### config.mk
export PLATFORM = sky130hd
export DESIGN_NAME = rssp_top
export DESIGN_NICKNAME = d
export VERILOG_FILES = /design/src/hw/rssp_pkg.sv /design/src/hw/rssp_strm_if.sv /design/src/hw/rssp_fifo.sv /design/src/hw/rssp_top.sv
export SDC_FILE = /design/constraint.sdc
export NUM_CORES = 1
export LEC_CHECK = 0
export BUFFER_PORTS_ARGS = -buffer_cell sky130_fd_sc_hd__buf_2
export CORE_UTILIZATION = 35
export CTS_BUF_LIST = sky130_fd_sc_hd__clkbuf_2 sky130_fd_sc_hd__clkbuf_4 sky130_fd_sc_hd__clkbuf_8
export DETAILED_ROUTE_END_ITERATION = 8
export GPL_TIMING_DRIVEN = 0
export SLEW_MARGIN = 20
export SYNTH_ARGS = -nofsm -noshare
export SYNTH_HDL_FRONTEND = slang
export SYNTH_SLANG_ARGS = --single-unit
### constraint.sdc
create_clock -name ref_clk -period 7.5 [get_ports ref_clk]
set_input_delay 1.5 -clock ref_clk [delete_from_list [all_inputs] [get_ports ref_clk]]
set_output_delay 1.5 -clock ref_clk [all_outputs]
set_load 0.02 [all_outputs]
### src/hw/rssp_pkg.sv
package rssp_pkg;
  localparam logic [7:0] RSSP_SLAVE_ADDR = 8'hd0;
  localparam int         RSSP_NUM_REGS   = 8;
  localparam int         RSSP_PTR_W      = 3;
  localparam int         RSSP_WR_W       = RSSP_PTR_W + 8;
  localparam int         RSSP_FIFO_DEPTH = 16;
  localparam logic [3:0] RSSP_BYTE_BITS  = 4'h8;
  localparam logic [3:0] RSSP_CNT_RST    = 4'h0;
  localparam logic [3:0] RSSP_CNT_FIRST  = 4'h1;
  localparam logic [2:0] RSSP_PTR_RST    = 3'h0;
  localparam logic [7:0] RSSP_REG_RST    = 8'h00;

  typedef enum logic [2:0] {
    RSSP_IDLE,
    RSSP_ADDR,
    RSSP_ACK_ADDR,
    RSSP_WR_BYTE,
    RSSP_WR_HOLD,
    RSSP_ACK_WR,
    RSSP_RD_BYTE,
    RSSP_RD_ACK
  } rssp_state_t;
endpackage

### src/hw/rssp_strm_if.sv
`timescale 1ns/10ps
interface rssp_strm_if #(
  parameter int W = 11
) ();
  logic         valid;
  logic         ready;
  logic [W-1:0] data;
  modport src (output valid, output data, input ready);
  modport snk (input valid, input data, output ready);
endinterface

### src/hw/rssp_fifo.sv
`timescale 1ns/10ps
module rssp_fifo import rssp_pkg::*; #(
  parameter int W = RSSP_WR_W,
  parameter int D = RSSP_FIFO_DEPTH
) (
  input wire logic  ref_clk,
  input wire logic  nrst,
  rssp_strm_if.snk  in_s,
  rssp_strm_if.src  out_s
);
  localparam int          AW       = $clog2(D);
  localparam logic [AW:0] FULL_CNT = (AW + 1)'(D);

  typedef struct packed {
    logic [D-1:0][W-1:0] mem;
    logic [AW-1:0]       wr;
    logic [AW-1:0]       rd;
    logic [AW:0]         cnt;
    logic                vld;
    logic                rdy;
  } rssp_fifo_st_t;

  rssp_fifo_st_t st_q;
  rssp_fifo_st_t st_d;
  logic          push;
  logic          pop;

  function automatic logic [AW-1:0] nxt(input logic [AW-1:0] p);
    return (p == AW'(D - 1)) ? '0 : p + 1'b1;
  endfunction

  always_comb begin
    st_d = st_q;
    push = in_s.valid && st_q.rdy;
    pop  = st_q.vld && out_s.ready;
    if (push) begin
      st_d.mem[st_q.wr] = in_s.data;
      st_d.wr           = nxt(st_q.wr);
    end
    if (pop) begin
      st_d.rd = nxt(st_q.rd);
    end
    st_d.cnt = st_q.cnt + (AW + 1)'(push) - (AW + 1)'(pop);
    st_d.vld = (st_d.cnt != '0);
    st_d.rdy = (st_d.cnt != FULL_CNT);
  end

  assign in_s.ready  = st_q.rdy;
  assign out_s.valid = st_q.vld;
  assign out_s.data  = st_q.mem[st_q.rd];

  always_ff @(posedge ref_clk) begin
    if (!nrst) begin
      st_q     <= '0;
      st_q.rdy <= 1'b1;
    end else begin
      st_q <= st_d;
    end
  end
endmodule

### src/hw/rssp_top.sv
`timescale 1ns/10ps
module rssp_top import rssp_pkg::*; #(
  parameter int FIFO_DEPTH = RSSP_FIFO_DEPTH
) (
  input  wire logic                  ref_clk,
  input  wire logic                  nrst,
  input  wire logic                  scl_in,
  output wire logic                  scl_out,
  output wire logic                  scl_oe,
  input  wire logic                  sda_in,
  output wire logic                  sda_out,
  output wire logic                  sda_oe,
  output wire logic                  busy,
  input  wire logic                  upd_valid,
  input  wire logic [RSSP_PTR_W-1:0] upd_addr,
  input  wire logic [7:0]            upd_data,
  output wire logic                  wr_valid,
  input  wire logic                  wr_ready,
  output wire logic [RSSP_PTR_W-1:0] wr_addr,
  output wire logic [7:0]            wr_data
);
  typedef struct packed {
    rssp_state_t                   state;
    logic [3:0]                    cnt;
    logic [7:0]                    shift;
    logic                          rw;
    logic                          first;
    logic                          acked;
    logic [RSSP_PTR_W-1:0]         ptr;
    logic                          sda_oe;
    logic                          scl_oe;
    logic                          busy;
    logic                          pin_lvl;
    logic                          scl_s1;
    logic                          scl_s2;
    logic                          scl_d;
    logic                          sda_s1;
    logic                          sda_s2;
    logic                          sda_d;
    logic [RSSP_NUM_REGS-1:0][7:0] img;
  } rssp_core_st_t;

  rssp_core_st_t st_q;
  rssp_core_st_t st_d;
  logic          scl_rise;
  logic          scl_fall;
  logic          start_cond;
  logic          stop_cond;
  logic          addr_hit;
  logic          push_valid;

  rssp_strm_if #(.W(RSSP_WR_W)) wr_if ();
  rssp_strm_if #(.W(RSSP_WR_W)) core_if ();

  // Pointer is three bits wide, so control rolls over to seconds
  function automatic logic [RSSP_PTR_W-1:0] ptr_next(input logic [RSSP_PTR_W-1:0] p);
    return p + 1'b1;
  endfunction

  // Edges seen only after the two-flop synchronisers
  assign scl_rise   = st_q.scl_s2 && !st_q.scl_d;
  assign scl_fall   = !st_q.scl_s2 && st_q.scl_d;
  assign start_cond = st_q.scl_s2 && st_q.scl_d && st_q.sda_d && !st_q.sda_s2;
  assign stop_cond  = st_q.scl_s2 && st_q.scl_d && !st_q.sda_d && st_q.sda_s2;
  assign addr_hit   = (st_q.shift[7:1] == RSSP_SLAVE_ADDR[7:1]);

  always_comb begin
    st_d        = st_q;
    push_valid  = 1'b0;
    st_d.scl_s1 = scl_in;
    st_d.scl_s2 = st_q.scl_s1;
    st_d.scl_d  = st_q.scl_s2;
    st_d.sda_s1 = sda_in;
    st_d.sda_s2 = st_q.sda_s1;
    st_d.sda_d  = st_q.sda_s2;
    // Core writes BCD time into the image; bytes are passed as given
    if (upd_valid) begin
      st_d.img[upd_addr] = upd_data;
    end
    // Bus conditions override any byte in flight, repeated START included
    if (start_cond) begin
      st_d.state  = RSSP_ADDR;
      st_d.cnt    = RSSP_CNT_RST;
      st_d.sda_oe = 1'b0;
      st_d.scl_oe = 1'b0;
      st_d.busy   = 1'b1;
    end else if (stop_cond) begin
      st_d.state  = RSSP_IDLE;
      st_d.sda_oe = 1'b0;
      st_d.scl_oe = 1'b0;
      st_d.busy   = 1'b0;
    end else begin
      case (st_q.state)
        RSSP_IDLE: begin
          st_d.sda_oe = 1'b0;
        end
        RSSP_ADDR: begin
          if (scl_rise && st_q.cnt != RSSP_BYTE_BITS) begin
            st_d.shift = {st_q.shift[6:0], st_q.sda_s2};
            st_d.cnt   = st_q.cnt + 1'b1;
          end else if (scl_fall && st_q.cnt == RSSP_BYTE_BITS) begin
            st_d.rw = st_q.shift[0];
            if (addr_hit) begin
              st_d.sda_oe = 1'b1;
              st_d.state  = RSSP_ACK_ADDR;
            end else begin
              st_d.sda_oe = 1'b0;
              st_d.state  = RSSP_IDLE;
              st_d.busy   = 1'b0;
            end
          end
        end
        RSSP_ACK_ADDR: begin
          if (scl_fall) begin
            if (st_q.rw) begin
              // Read starts wherever the pointer was left
              st_d.shift  = {st_q.img[st_q.ptr][6:0], 1'b0};
              st_d.sda_oe = !st_q.img[st_q.ptr][7];
              st_d.cnt    = RSSP_CNT_FIRST;
              st_d.state  = RSSP_RD_BYTE;
            end else begin
              st_d.sda_oe = 1'b0;
              st_d.first  = 1'b1;
              st_d.cnt    = RSSP_CNT_RST;
              st_d.state  = RSSP_WR_BYTE;
            end
          end
        end
        RSSP_WR_BYTE: begin
          if (scl_rise && st_q.cnt != RSSP_BYTE_BITS) begin
            st_d.shift = {st_q.shift[6:0], st_q.sda_s2};
            st_d.cnt   = st_q.cnt + 1'b1;
          end else if (scl_fall && st_q.cnt == RSSP_BYTE_BITS) begin
            st_d.sda_oe = 1'b1;
            if (st_q.first) begin
              st_d.ptr   = st_q.shift[RSSP_PTR_W-1:0];
              st_d.first = 1'b0;
              st_d.state = RSSP_ACK_WR;
            end else if (wr_if.ready) begin
              push_valid = 1'b1;
              st_d.ptr   = ptr_next(st_q.ptr);
              st_d.state = RSSP_ACK_WR;
            end else begin
              // Buffer full: stretch the clock low rather than drop a byte
              st_d.scl_oe = 1'b1;
              st_d.state  = RSSP_WR_HOLD;
            end
          end
        end
        RSSP_WR_HOLD: begin
          if (wr_if.ready) begin
            push_valid  = 1'b1;
            st_d.ptr    = ptr_next(st_q.ptr);
            st_d.scl_oe = 1'b0;
            st_d.state  = RSSP_ACK_WR;
          end
        end
        RSSP_ACK_WR: begin
          // Ack held until the ninth clock falls again
          if (scl_fall) begin
            st_d.sda_oe = 1'b0;
            st_d.cnt    = RSSP_CNT_RST;
            st_d.state  = RSSP_WR_BYTE;
          end
        end
        RSSP_RD_BYTE: begin
          if (scl_fall) begin
            if (st_q.cnt == RSSP_BYTE_BITS) begin
              st_d.sda_oe = 1'b0;
              st_d.state  = RSSP_RD_ACK;
            end else begin
              st_d.sda_oe = !st_q.shift[7];
              st_d.shift  = {st_q.shift[6:0], 1'b0};
              st_d.cnt    = st_q.cnt + 1'b1;
            end
          end
        end
        RSSP_RD_ACK: begin
          if (scl_rise) begin
            st_d.acked = !st_q.sda_s2;
            if (!st_q.sda_s2) begin
              st_d.ptr = ptr_next(st_q.ptr);
            end
          end else if (scl_fall) begin
            if (st_q.acked) begin
              st_d.shift  = {st_q.img[st_q.ptr][6:0], 1'b0};
              st_d.sda_oe = !st_q.img[st_q.ptr][7];
              st_d.cnt    = RSSP_CNT_FIRST;
              st_d.state  = RSSP_RD_BYTE;
            end else begin
              // Line stays released so the master can issue STOP
              st_d.sda_oe = 1'b0;
              st_d.state  = RSSP_IDLE;
            end
          end
        end
        default: begin
          st_d.state = RSSP_IDLE;
        end
      endcase
    end
  end

  always_ff @(posedge ref_clk) begin
    if (!nrst) begin
      st_q        <= '0;
      st_q.state  <= RSSP_IDLE;
      st_q.ptr    <= RSSP_PTR_RST;
      st_q.cnt    <= RSSP_CNT_RST;
      st_q.shift  <= RSSP_REG_RST;
      st_q.scl_s1 <= 1'b1;
      st_q.scl_s2 <= 1'b1;
      st_q.scl_d  <= 1'b1;
      st_q.sda_s1 <= 1'b1;
      st_q.sda_s2 <= 1'b1;
      st_q.sda_d  <= 1'b1;
    end else begin
      st_q <= st_d;
    end
  end

  assign wr_if.valid   = push_valid;
  assign wr_if.data    = {st_q.ptr, st_q.shift};
  assign core_if.ready = wr_ready;

  rssp_fifo #(
    .W (RSSP_WR_W),
    .D (FIFO_DEPTH)
  ) u_fifo (
    .ref_clk (ref_clk),
    .nrst    (nrst),
    .in_s    (wr_if),
    .out_s   (core_if)
  );

  assign scl_out = st_q.pin_lvl;
  assign scl_oe  = st_q.scl_oe;
  assign sda_out = st_q.pin_lvl;
  assign sda_oe  = st_q.sda_oe;
  assign busy    = st_q.busy;
  assign wr_valid = core_if.valid;
  assign wr_addr  = core_if.data[RSSP_WR_W-1:8];
  assign wr_data  = core_if.data[7:0];

  property p_addr_ack;
    @(posedge ref_clk) disable iff (!nrst)
    (st_q.state == RSSP_ADDR && scl_fall && st_q.cnt == RSSP_BYTE_BITS && addr_hit
     && !start_cond && !stop_cond)
    |=> (st_q.sda_oe && st_q.state == RSSP_ACK_ADDR);
  endproperty
  a_addr_ack: assert property (p_addr_ack)
    else $error("own address not acknowledged");

  property p_addr_foreign;
    @(posedge ref_clk) disable iff (!nrst)
    (st_q.state == RSSP_ADDR && scl_fall && st_q.cnt == RSSP_BYTE_BITS && !addr_hit
     && !start_cond && !stop_cond)
    |=> (!st_q.sda_oe && st_q.state == RSSP_IDLE);
  endproperty
  a_addr_foreign: assert property (p_addr_foreign)
    else $error("foreign address acknowledged");

  property p_start;
    @(posedge ref_clk) disable iff (!nrst)
    start_cond |=> (st_q.state == RSSP_ADDR && st_q.cnt == RSSP_CNT_RST && !st_q.sda_oe);
  endproperty
  a_start: assert property (p_start) else $error("START not taken");

  property p_stop;
    @(posedge ref_clk) disable iff (!nrst)
    (stop_cond && !start_cond) |=> (st_q.state == RSSP_IDLE && !st_q.sda_oe && !st_q.scl_oe);
  endproperty
  a_stop: assert property (p_stop) else $error("STOP did not end transfer");

  property p_ptr_load;
    @(posedge ref_clk) disable iff (!nrst)
    (st_q.state == RSSP_WR_BYTE && st_q.first && scl_fall && st_q.cnt == RSSP_BYTE_BITS
     && !start_cond && !stop_cond)
    |=> (st_q.ptr == $past(st_q.shift[RSSP_PTR_W-1:0]) && st_q.sda_oe);
  endproperty
  a_ptr_load: assert property (p_ptr_load) else $error("pointer byte not loaded");

  property p_rd_ack_inc;
    @(posedge ref_clk) disable iff (!nrst)
    (st_q.state == RSSP_RD_ACK && scl_rise && !st_q.sda_s2 && !stop_cond)
    |=> (st_q.ptr == ptr_next($past(st_q.ptr)));
  endproperty
  a_rd_ack_inc: assert property (p_rd_ack_inc)
    else $error("pointer missed increment");

  property p_rd_nack_hold;
    @(posedge ref_clk) disable iff (!nrst)
    (st_q.state == RSSP_RD_ACK && scl_rise && st_q.sda_s2 && !upd_valid)
    |=> (st_q.ptr == $past(st_q.ptr)) ##1 (st_q.ptr == $past(st_q.ptr, 2));
  endproperty
  a_rd_nack_hold: assert property (p_rd_nack_hold)
    else $error("pointer moved on no ack");

  property p_nack_release;
    @(posedge ref_clk) disable iff (!nrst)
    (st_q.state == RSSP_RD_ACK && !st_q.acked && scl_fall && !start_cond)
    |=> (!st_q.sda_oe && st_q.state == RSSP_IDLE);
  endproperty
  a_nack_release: assert property (p_nack_release)
    else $error("data line kept after nack");

  property p_sda_edge_low;
    @(posedge ref_clk) disable iff (!nrst)
    ($changed(st_q.sda_oe) && !$past(stop_cond) && !$past(start_cond)
     && $past(st_q.state) != RSSP_WR_HOLD)
    |-> !$past(st_q.scl_s2);
  endproperty
  a_sda_edge_low: assert property (p_sda_edge_low)
    else $error("data moved while clock high");

  property p_ack_stable;
    @(posedge ref_clk) disable iff (!nrst)
    (st_q.state == RSSP_ACK_WR && scl_rise) |-> st_q.sda_oe ##1 st_q.sda_oe;
  endproperty
  a_ack_stable: assert property (p_ack_stable)
    else $error("ack dropped during clock high");

  property p_data_ack;
    @(posedge ref_clk) disable iff (!nrst)
    (st_q.state == RSSP_WR_BYTE && !st_q.first && scl_fall && st_q.cnt == RSSP_BYTE_BITS
     && !start_cond && !stop_cond)
    |=> st_q.sda_oe && ($past(wr_if.ready)
      ? (st_q.ptr == ptr_next($past(st_q.ptr)) && st_q.state == RSSP_ACK_WR)
      : (st_q.scl_oe && st_q.state == RSSP_WR_HOLD));
  endproperty
  a_data_ack: assert property (p_data_ack) else $error("data byte not acknowledged");

  property p_stretch_hold;
    @(posedge ref_clk) disable iff (!nrst)
    (st_q.state == RSSP_WR_HOLD && !wr_if.ready && !start_cond && !stop_cond)
    |=> (st_q.scl_oe && st_q.sda_oe && st_q.state == RSSP_WR_HOLD);
  endproperty
  a_stretch_hold: assert property (p_stretch_hold) else $error("stretch dropped");

  property p_ptr_wrap;
    @(posedge ref_clk) disable iff (!nrst)
    (st_q.state == RSSP_RD_ACK && scl_rise && !st_q.sda_s2 && st_q.ptr == '1 && !stop_cond)
    |=> (st_q.ptr == RSSP_PTR_RST);
  endproperty
  a_ptr_wrap: assert property (p_ptr_wrap) else $error("pointer did not wrap");

  c_read_acked: cover property (@(posedge ref_clk) disable iff (!nrst)
    st_q.state == RSSP_RD_ACK && scl_fall && st_q.acked);
  c_write_byte: cover property (@(posedge ref_clk) disable iff (!nrst) push_valid);
  c_stretch: cover property (@(posedge ref_clk) disable iff (!nrst)
    st_q.state == RSSP_WR_HOLD);
  c_foreign: cover property (@(posedge ref_clk) disable iff (!nrst)
    st_q.state == RSSP_ADDR && scl_fall && st_q.cnt == RSSP_BYTE_BITS && !addr_hit);
endmodule

==> qor.csv, run 1 <==
metric;value;unit
GP Congestion;0.8692;
post-synthesis cell area;12990;sq um
status;complete, no violations;
GRT overflow;0;
CORE AREA;36520;sq um
Hold Vio Cnt, Final;0;
Clock Skew;0.02671;ns
final HPWL from detailed placement;25.95;mm
Crit Path Max Fanout;10;
total wire length;37.58;mm
maximum vdd drop;0.1300;mV
Final #Nets;1435;
Synth warnings;0;
syn avg cell area;9.767;sq um
cell row count;70;
pre-CTS WS;3.290;ns
Static Leakage;5.776;nW
Clock Latency Late Sink;0.64;ns
Tot GR Track Use;0.1992;
clk root buf;clkbuf_8;
placed insts;1820;
I/O Pins;34;
kind of critical path;reg -> out;
Fin Setup TNS;0;ns
Routed Antenna Nets;0;
fin cells;1910;
post_cts resized;0;
startpoint types;flop;
CTS tree;yes;
DRT iter0 DRCs;662;
Finished Core Util;0.4059;
Yosys reg bits;285;
max cap viols;0;
Layout Cell Area excl Fill;14820;sq um
WP data required;6.00;ns
arrival time at the worst endpoint;3.36;ns
Num CTS Buffers;50;
vias in the first global route;10362;
drt pass-1 iters;5;
IO Port Bufs;21;
most frequent cells in the layout;319 x nand2_1, 285 x dfxtp_1, 158 x mux2i_1;
worst-margin pin slew;1.165;ns
die width;194.7;um
number of antenna cells inserted;0;
Post-Synthesis Cells;1330;
Starting Density;0.3557;
WL per Instance;19.67;um
Remaining DRCs;0;
first-pass GRT wire length;58.43;mm
Clock Sinks;285;
Tcrit/Tclk final;0.6483;
initial antenna violation count;0;
Peak Freq;0.2057;GHz
Worst setup EP type;output pin;
Reg clk slew, reported paths;0.06;ns
Post-DP Area;13690;sq um
setup ws final;2.638;ns
Hold Buf Count CTS;0;
clock tree buffer depth;3;
Die H;194.7;um
largest net degree at the start of global routing;15;
Period minus WS final;4.862;ns
postcts setup bufs;0;
asr flop ratio synth;0;
Final Max Tran Viols;0;
vias per cell;5.403;
H-tree levels;2;
most common cell after layout, fill and taps aside;nand2_1;
Pwr Density;238.9;nW/um^2
Yosys top cell by area;dfxtp_1;
post-synthesis sequential area ratio;0.4392;
Top FF cell, synth;dfxtp_1;
layout cells sized above 1;0.1609;
Synth top area share;0.4392;
fillers;3579;
post-synth cell types;69;
RSZ-0062 raised after global routing;no;
vias post-DR;10319;
Area Growth Syn to Fin;14.11;%
Die Footprint;37890;sq um
Hold Crit Class;reg -> reg;
max_slew headroom;0.2172;
final number of setup-violating endpoints;0;
Synth area leaders;dfxtp_1 44%, mux4_2 12%, mux2i_1 12%;
EDFF count, synth;0;
-- power by group --
part           switching, mW  leakage [nW]  internal, mW  total, mW
Clock                  0.685         0.606         0.948       1.63
Sequential            0.0154          2.30          1.54       1.56
Combinational          0.226          2.87         0.125      0.351
Total                  0.927          5.78          2.62       3.54
-- final timing paths --
check,startpoint,endpoint,slack (ns),cells after the start
setup / recovery,u_fifo.st_q[8]$_SDFFE_PN0P_,wr_addr[1],2.64,5
hold / removal,st_d[68]$_SDFF_PN1_,st_d[67]$_SDFF_PN1_,0.41,1
setup reg to reg,st_q[88]$_SDFFE_PP0P_,u_fifo.out_s.valid$_SDFF_PN0_,4.28,13
hold reg to reg,st_d[68]$_SDFF_PN1_,st_d[67]$_SDFF_PN1_,0.41,1
-- Yosys cell counts (4+ instances only) --
library cell	instances
buf_1	14
nor2b_1	11
a21oi_1	90
o31ai_1	4
a21o_1	6
nand3_1	48
mux4_2	71
o22ai_1	7
nor2_1	29
nand4_1	11
inv_1	18
ha_1	13
nand2_1	319
and2_1	7
nand4b_1	4
o21ai_0	45
nor3_1	5
mux2i_1	158
clkbuf_1	58
o211ai_1	4
dfxtp_1	285
buf_6	4
or3_1	6
nand2b_1	13
buf_4	12
xnor2_1	5
a311oi_1	5
buf_2	20
-- worst max-delay path, stage by stage, from the launching register on --
cell	delay, ns
dfxtp_1	0.38
clkbuf_1	0.52
clkbuf_1	0.68
mux4_2	0.44
mux4_2	0.53
buf_2	0.19
-- stage by stage --
step	total power, mW	hold slack [ns]
finish	3.542	0.4137
global route	3.669	0.4443
CTS	3.565	0.4185
floorplan	1.837	0.3863
detailed placement	1.941	0.4018
global placement	1.933	0.4071
-- routing by layer --
layer  part of all wire  track usage
met1               0.44       0.2629
met2               0.47       0.3278
met3              0.059      0.03557
met4              0.025      0.06731
met5                  0            0
-- cell type report --
type,count,area (sq um),share of cell area
buffer,108,505.5,0.03410
tap,468,585.6,0.03950
timing repair buffer,21,105.1,0.007090
multi-input combinational,919,6716,0.4531
clock buffer,76,945.9,0.06381
inverter,19,71.32,0.004811
sequential,285,5705,0.3849
clock inverter,14,187.7,0.01266
-- flip-flops by register name (all words and copies together) (netlist names) --
| signal | flops |
|---|---|
| busy | 1 |
| scl_oe | 1 |
| sda_oe | 1 |
| st_d | 4 |
| st_q | 87 |
| u_fifo.in_s.ready | 1 |
| u_fifo.out_s.valid | 1 |
| u_fifo.st_q | 189 |
-- kinds of logic after synthesis --
kind of cell	count (synthesis)	share of synthesized area
AO/OA/AOI/OAI	186	0.08438
flip-flops	285	0.4392
XOR/XNOR	8	0.005394
adder cells (fa/ha/maj)	14	0.01406
multiplexers	229	0.2448
other	1	0.0002887
AND/OR/NAND/NOR	480	0.1674
buffers and inverters	127	0.04440
No activity file was read; power rests on OpenSTA's default activity.
==> run 2, diff against run 1 <==
==> constraint.sdc (replaced) <==
create_clock -name ref_clk -period 3.95 [get_ports ref_clk]
set_input_delay 0.79 -clock ref_clk [delete_from_list [all_inputs] [get_ports ref_clk]]
set_output_delay 0.79 -clock ref_clk [all_outputs]
set_load 0.02 [all_outputs]
==> run 2 against run 1 <==
  * Register-to-register slack got worse by 3.6 ns
  * Sequential power increased by 90%
  * Die area unchanged
  * Via count about the same
  * Power increased by 90%
  * Worst setup slack got worse by 2.5 ns
  * Critical path type unchanged
  * Global-route usage unchanged
  * First-iteration DRC count increased by 1.4%
  * Non-clock buffer count unchanged
  * Cell area increased by 0.19%
  * Clock power increased by 90%
==> qor.csv, run 2 (synthesized netlist as in run 1, its figures left out) <==
metric;value;unit;change
status;complete, no violations;;
GP Congestion;0.8692;;unchanged
arrival time at the worst endpoint;3.01;ns;-0.35 ns
Reg clk slew, reported paths;0.06;ns;about the same
WL per Instance;19.57;um;-0.51%
Reg with most FFs;u_fifo.st_q;;
Final Max Tran Viols;0;;unchanged
Clock Skew;0.02624;ns;-0.0004689 ns
Fin Setup TNS;0;ns;unchanged
Multi-input gate area;6716;sq um;unchanged
Starting Density;0.3557;;unchanged
H-tree levels;2;;unchanged
Storage cell area;5705;sq um;unchanged
Static Leakage;5.796;nW;+0.34%
max reg flops;189;;unchanged
first-pass GRT wire length;58.42;mm;about the same
total wire length;37.38;mm;-0.51%
layout cells sized above 1;0.1650;;+0.004161
worst-margin pin slew;1.195;ns;+0.03010 ns
Max stage delay on crit path;0.52;ns;-0.16 ns
CORE AREA;36520;sq um;unchanged
Clock Sinks;285;;unchanged
GRT overflow;0;;unchanged
Tcrit/Tclk final;0.9621;;
Period minus WS final;3.800;ns;
Top Metal Used;met4;;
Die H;194.7;um;unchanged
final HPWL from detailed placement;25.95;mm;unchanged
clk root buf;clkbuf_8;;
Worst setup EP type;output pin;;
RSZ-0062 raised after global routing;no;;
Peak Freq;0.2631;GHz;
Die Footprint;37890;sq um;unchanged
CTS tree;yes;;
number of antenna cells inserted;0;;unchanged
I/O Pins;34;;unchanged
DRT iter0 DRCs;671;;+1.4%
met2 wire length;17.74;mm;-0.15%
Pwr Density;453.3;nW/um^2;+90%
most common cell after layout, fill and taps aside;nand2_1;;
Final #Nets;1435;;unchanged
Hold Buf Count CTS;0;;unchanged
WP data required;3.16;ns;-2.84 ns
vias per cell;5.406;;about the same
cell row count;70;;unchanged
Total Power;6.732;mW;+90%
initial antenna violation count;0;;unchanged
crit-path cells;clkbuf_4 -> buf_4 -> buf_4 -> mux4_2 -> mux4_2 -> buf_2;;
Area Growth Syn to Fin;14.32;%;
max_slew headroom;0.1970;;-0.02022
met1 WL;16.68;mm;about the same
IO Port Bufs;21;;unchanged
Finished Core Util;0.4066;;+0.0007540
Tot GR Track Use;0.1992;;unchanged
clock tree buffer depth;3;;unchanged
Clock Latency Late Sink;0.64;ns;about the same
fillers;3577;;-0.056%
most frequent cells in the layout;319 x nand2_1, 285 x dfxtp_1, 158 x mux2i_1;;
maximum vdd drop;0.2462;mV;+89%
Crit Path Max Fanout;10;;unchanged
startpoint types;flop;;
final number of setup-violating endpoints;0;;unchanged
die width;194.7;um;unchanged
vias in the first global route;10356;;-0.058%
Num CTS Buffers;50;;unchanged
postcts setup bufs;0;;unchanged
Hold Vio Cnt, Final;0;;unchanged
max cap viols;0;;unchanged
Critical-path top delay cell;mux4_2;;
Hold Crit Class;in -> reg;;
met3 WL;2.066;mm;-6.7%
largest net degree at the start of global routing;15;;unchanged
drt pass-1 iters;5;;unchanged
Remaining DRCs;0;;unchanged
kind of critical path;reg -> out;;
vias post-DR;10325;;+0.058%
Routed Antenna Nets;0;;unchanged
==> run 2: cell types whose count changed in the layout (fill, tap and decap cells not counted), sizes merged <==
cell / change
buf: -3
clkbuf: +1
clkdlybuf4s15: +2
==> run 2: timing repair <==
item                                   4_1_cts  5_1_grt
resized for setup                            9        3
setup endpoints to repair                   11        3
endpoints found under the hold margin        0        0
==> run 2: layout make-up <==
class                   instances  area share
multi-input cells             919      0.4523
flip-flops and latches        285      0.3842
clock buffers                  76     0.06370
well taps                     468     0.03943
plain buffers                 108     0.03589
clock inverters                14     0.01264
repair buffers                 21    0.007077
inverters                      19    0.004802
==> run 2: worst paths after layout <==
path | startpoint | to | slack, ns | cells after the start
max | u_fifo.st_q[7]$_SDFFE_PN0P_ | wr_addr[1] | 0.15 | 6
min | sda_in | st_d[65]$_SDFF_PN1_ | 0.36 | 2
max reg2reg | st_q[88]$_SDFFE_PP0P_ | u_fifo.out_s.valid$_SDFF_PN0_ | 0.73 | 13
min reg2reg | st_d[68]$_SDFF_PN1_ | st_d[67]$_SDFF_PN1_ | 0.41 | 1
==> run 2: report_power, final <==
part	switching, mW	leakage (nW)	internal, mW
sequential	0.0295	2.30	2.93
combinational	0.429	2.89	0.245
clock	1.30	0.606	1.80
total	1.76	5.80	4.97
==> run 2: layer usage <==
layer	track usage	vias to the layer above
met5	0	-
met3	0.03575	70
met2	0.3272	306
met4	0.06673	0
met1	0.2635	5105
li1	-	4844
==> run 2: critical path, delay by kind of cell (launching register included) <==
family	cells	cell delay [ns]
buffers and inverters	4	1.07
flip-flops	1	0.39
multiplexers	2	0.91
==> run 2: metrics by stage <==
step	setup WS (ns)	cells	hold WS (ns)	area, sq um
2_1_floorplan	1.172	1331	0.3863	12990
3_3_place_gp	0.4679	1820	0.4071	13680
3_5_place_dp	0.4498	1820	0.4018	13690
4_1_cts	0.02609	1910	0.3233	14850
5_1_grt	0.03339	1910	0.3483	14850
6_report	0.1498	1910	0.3595	14850
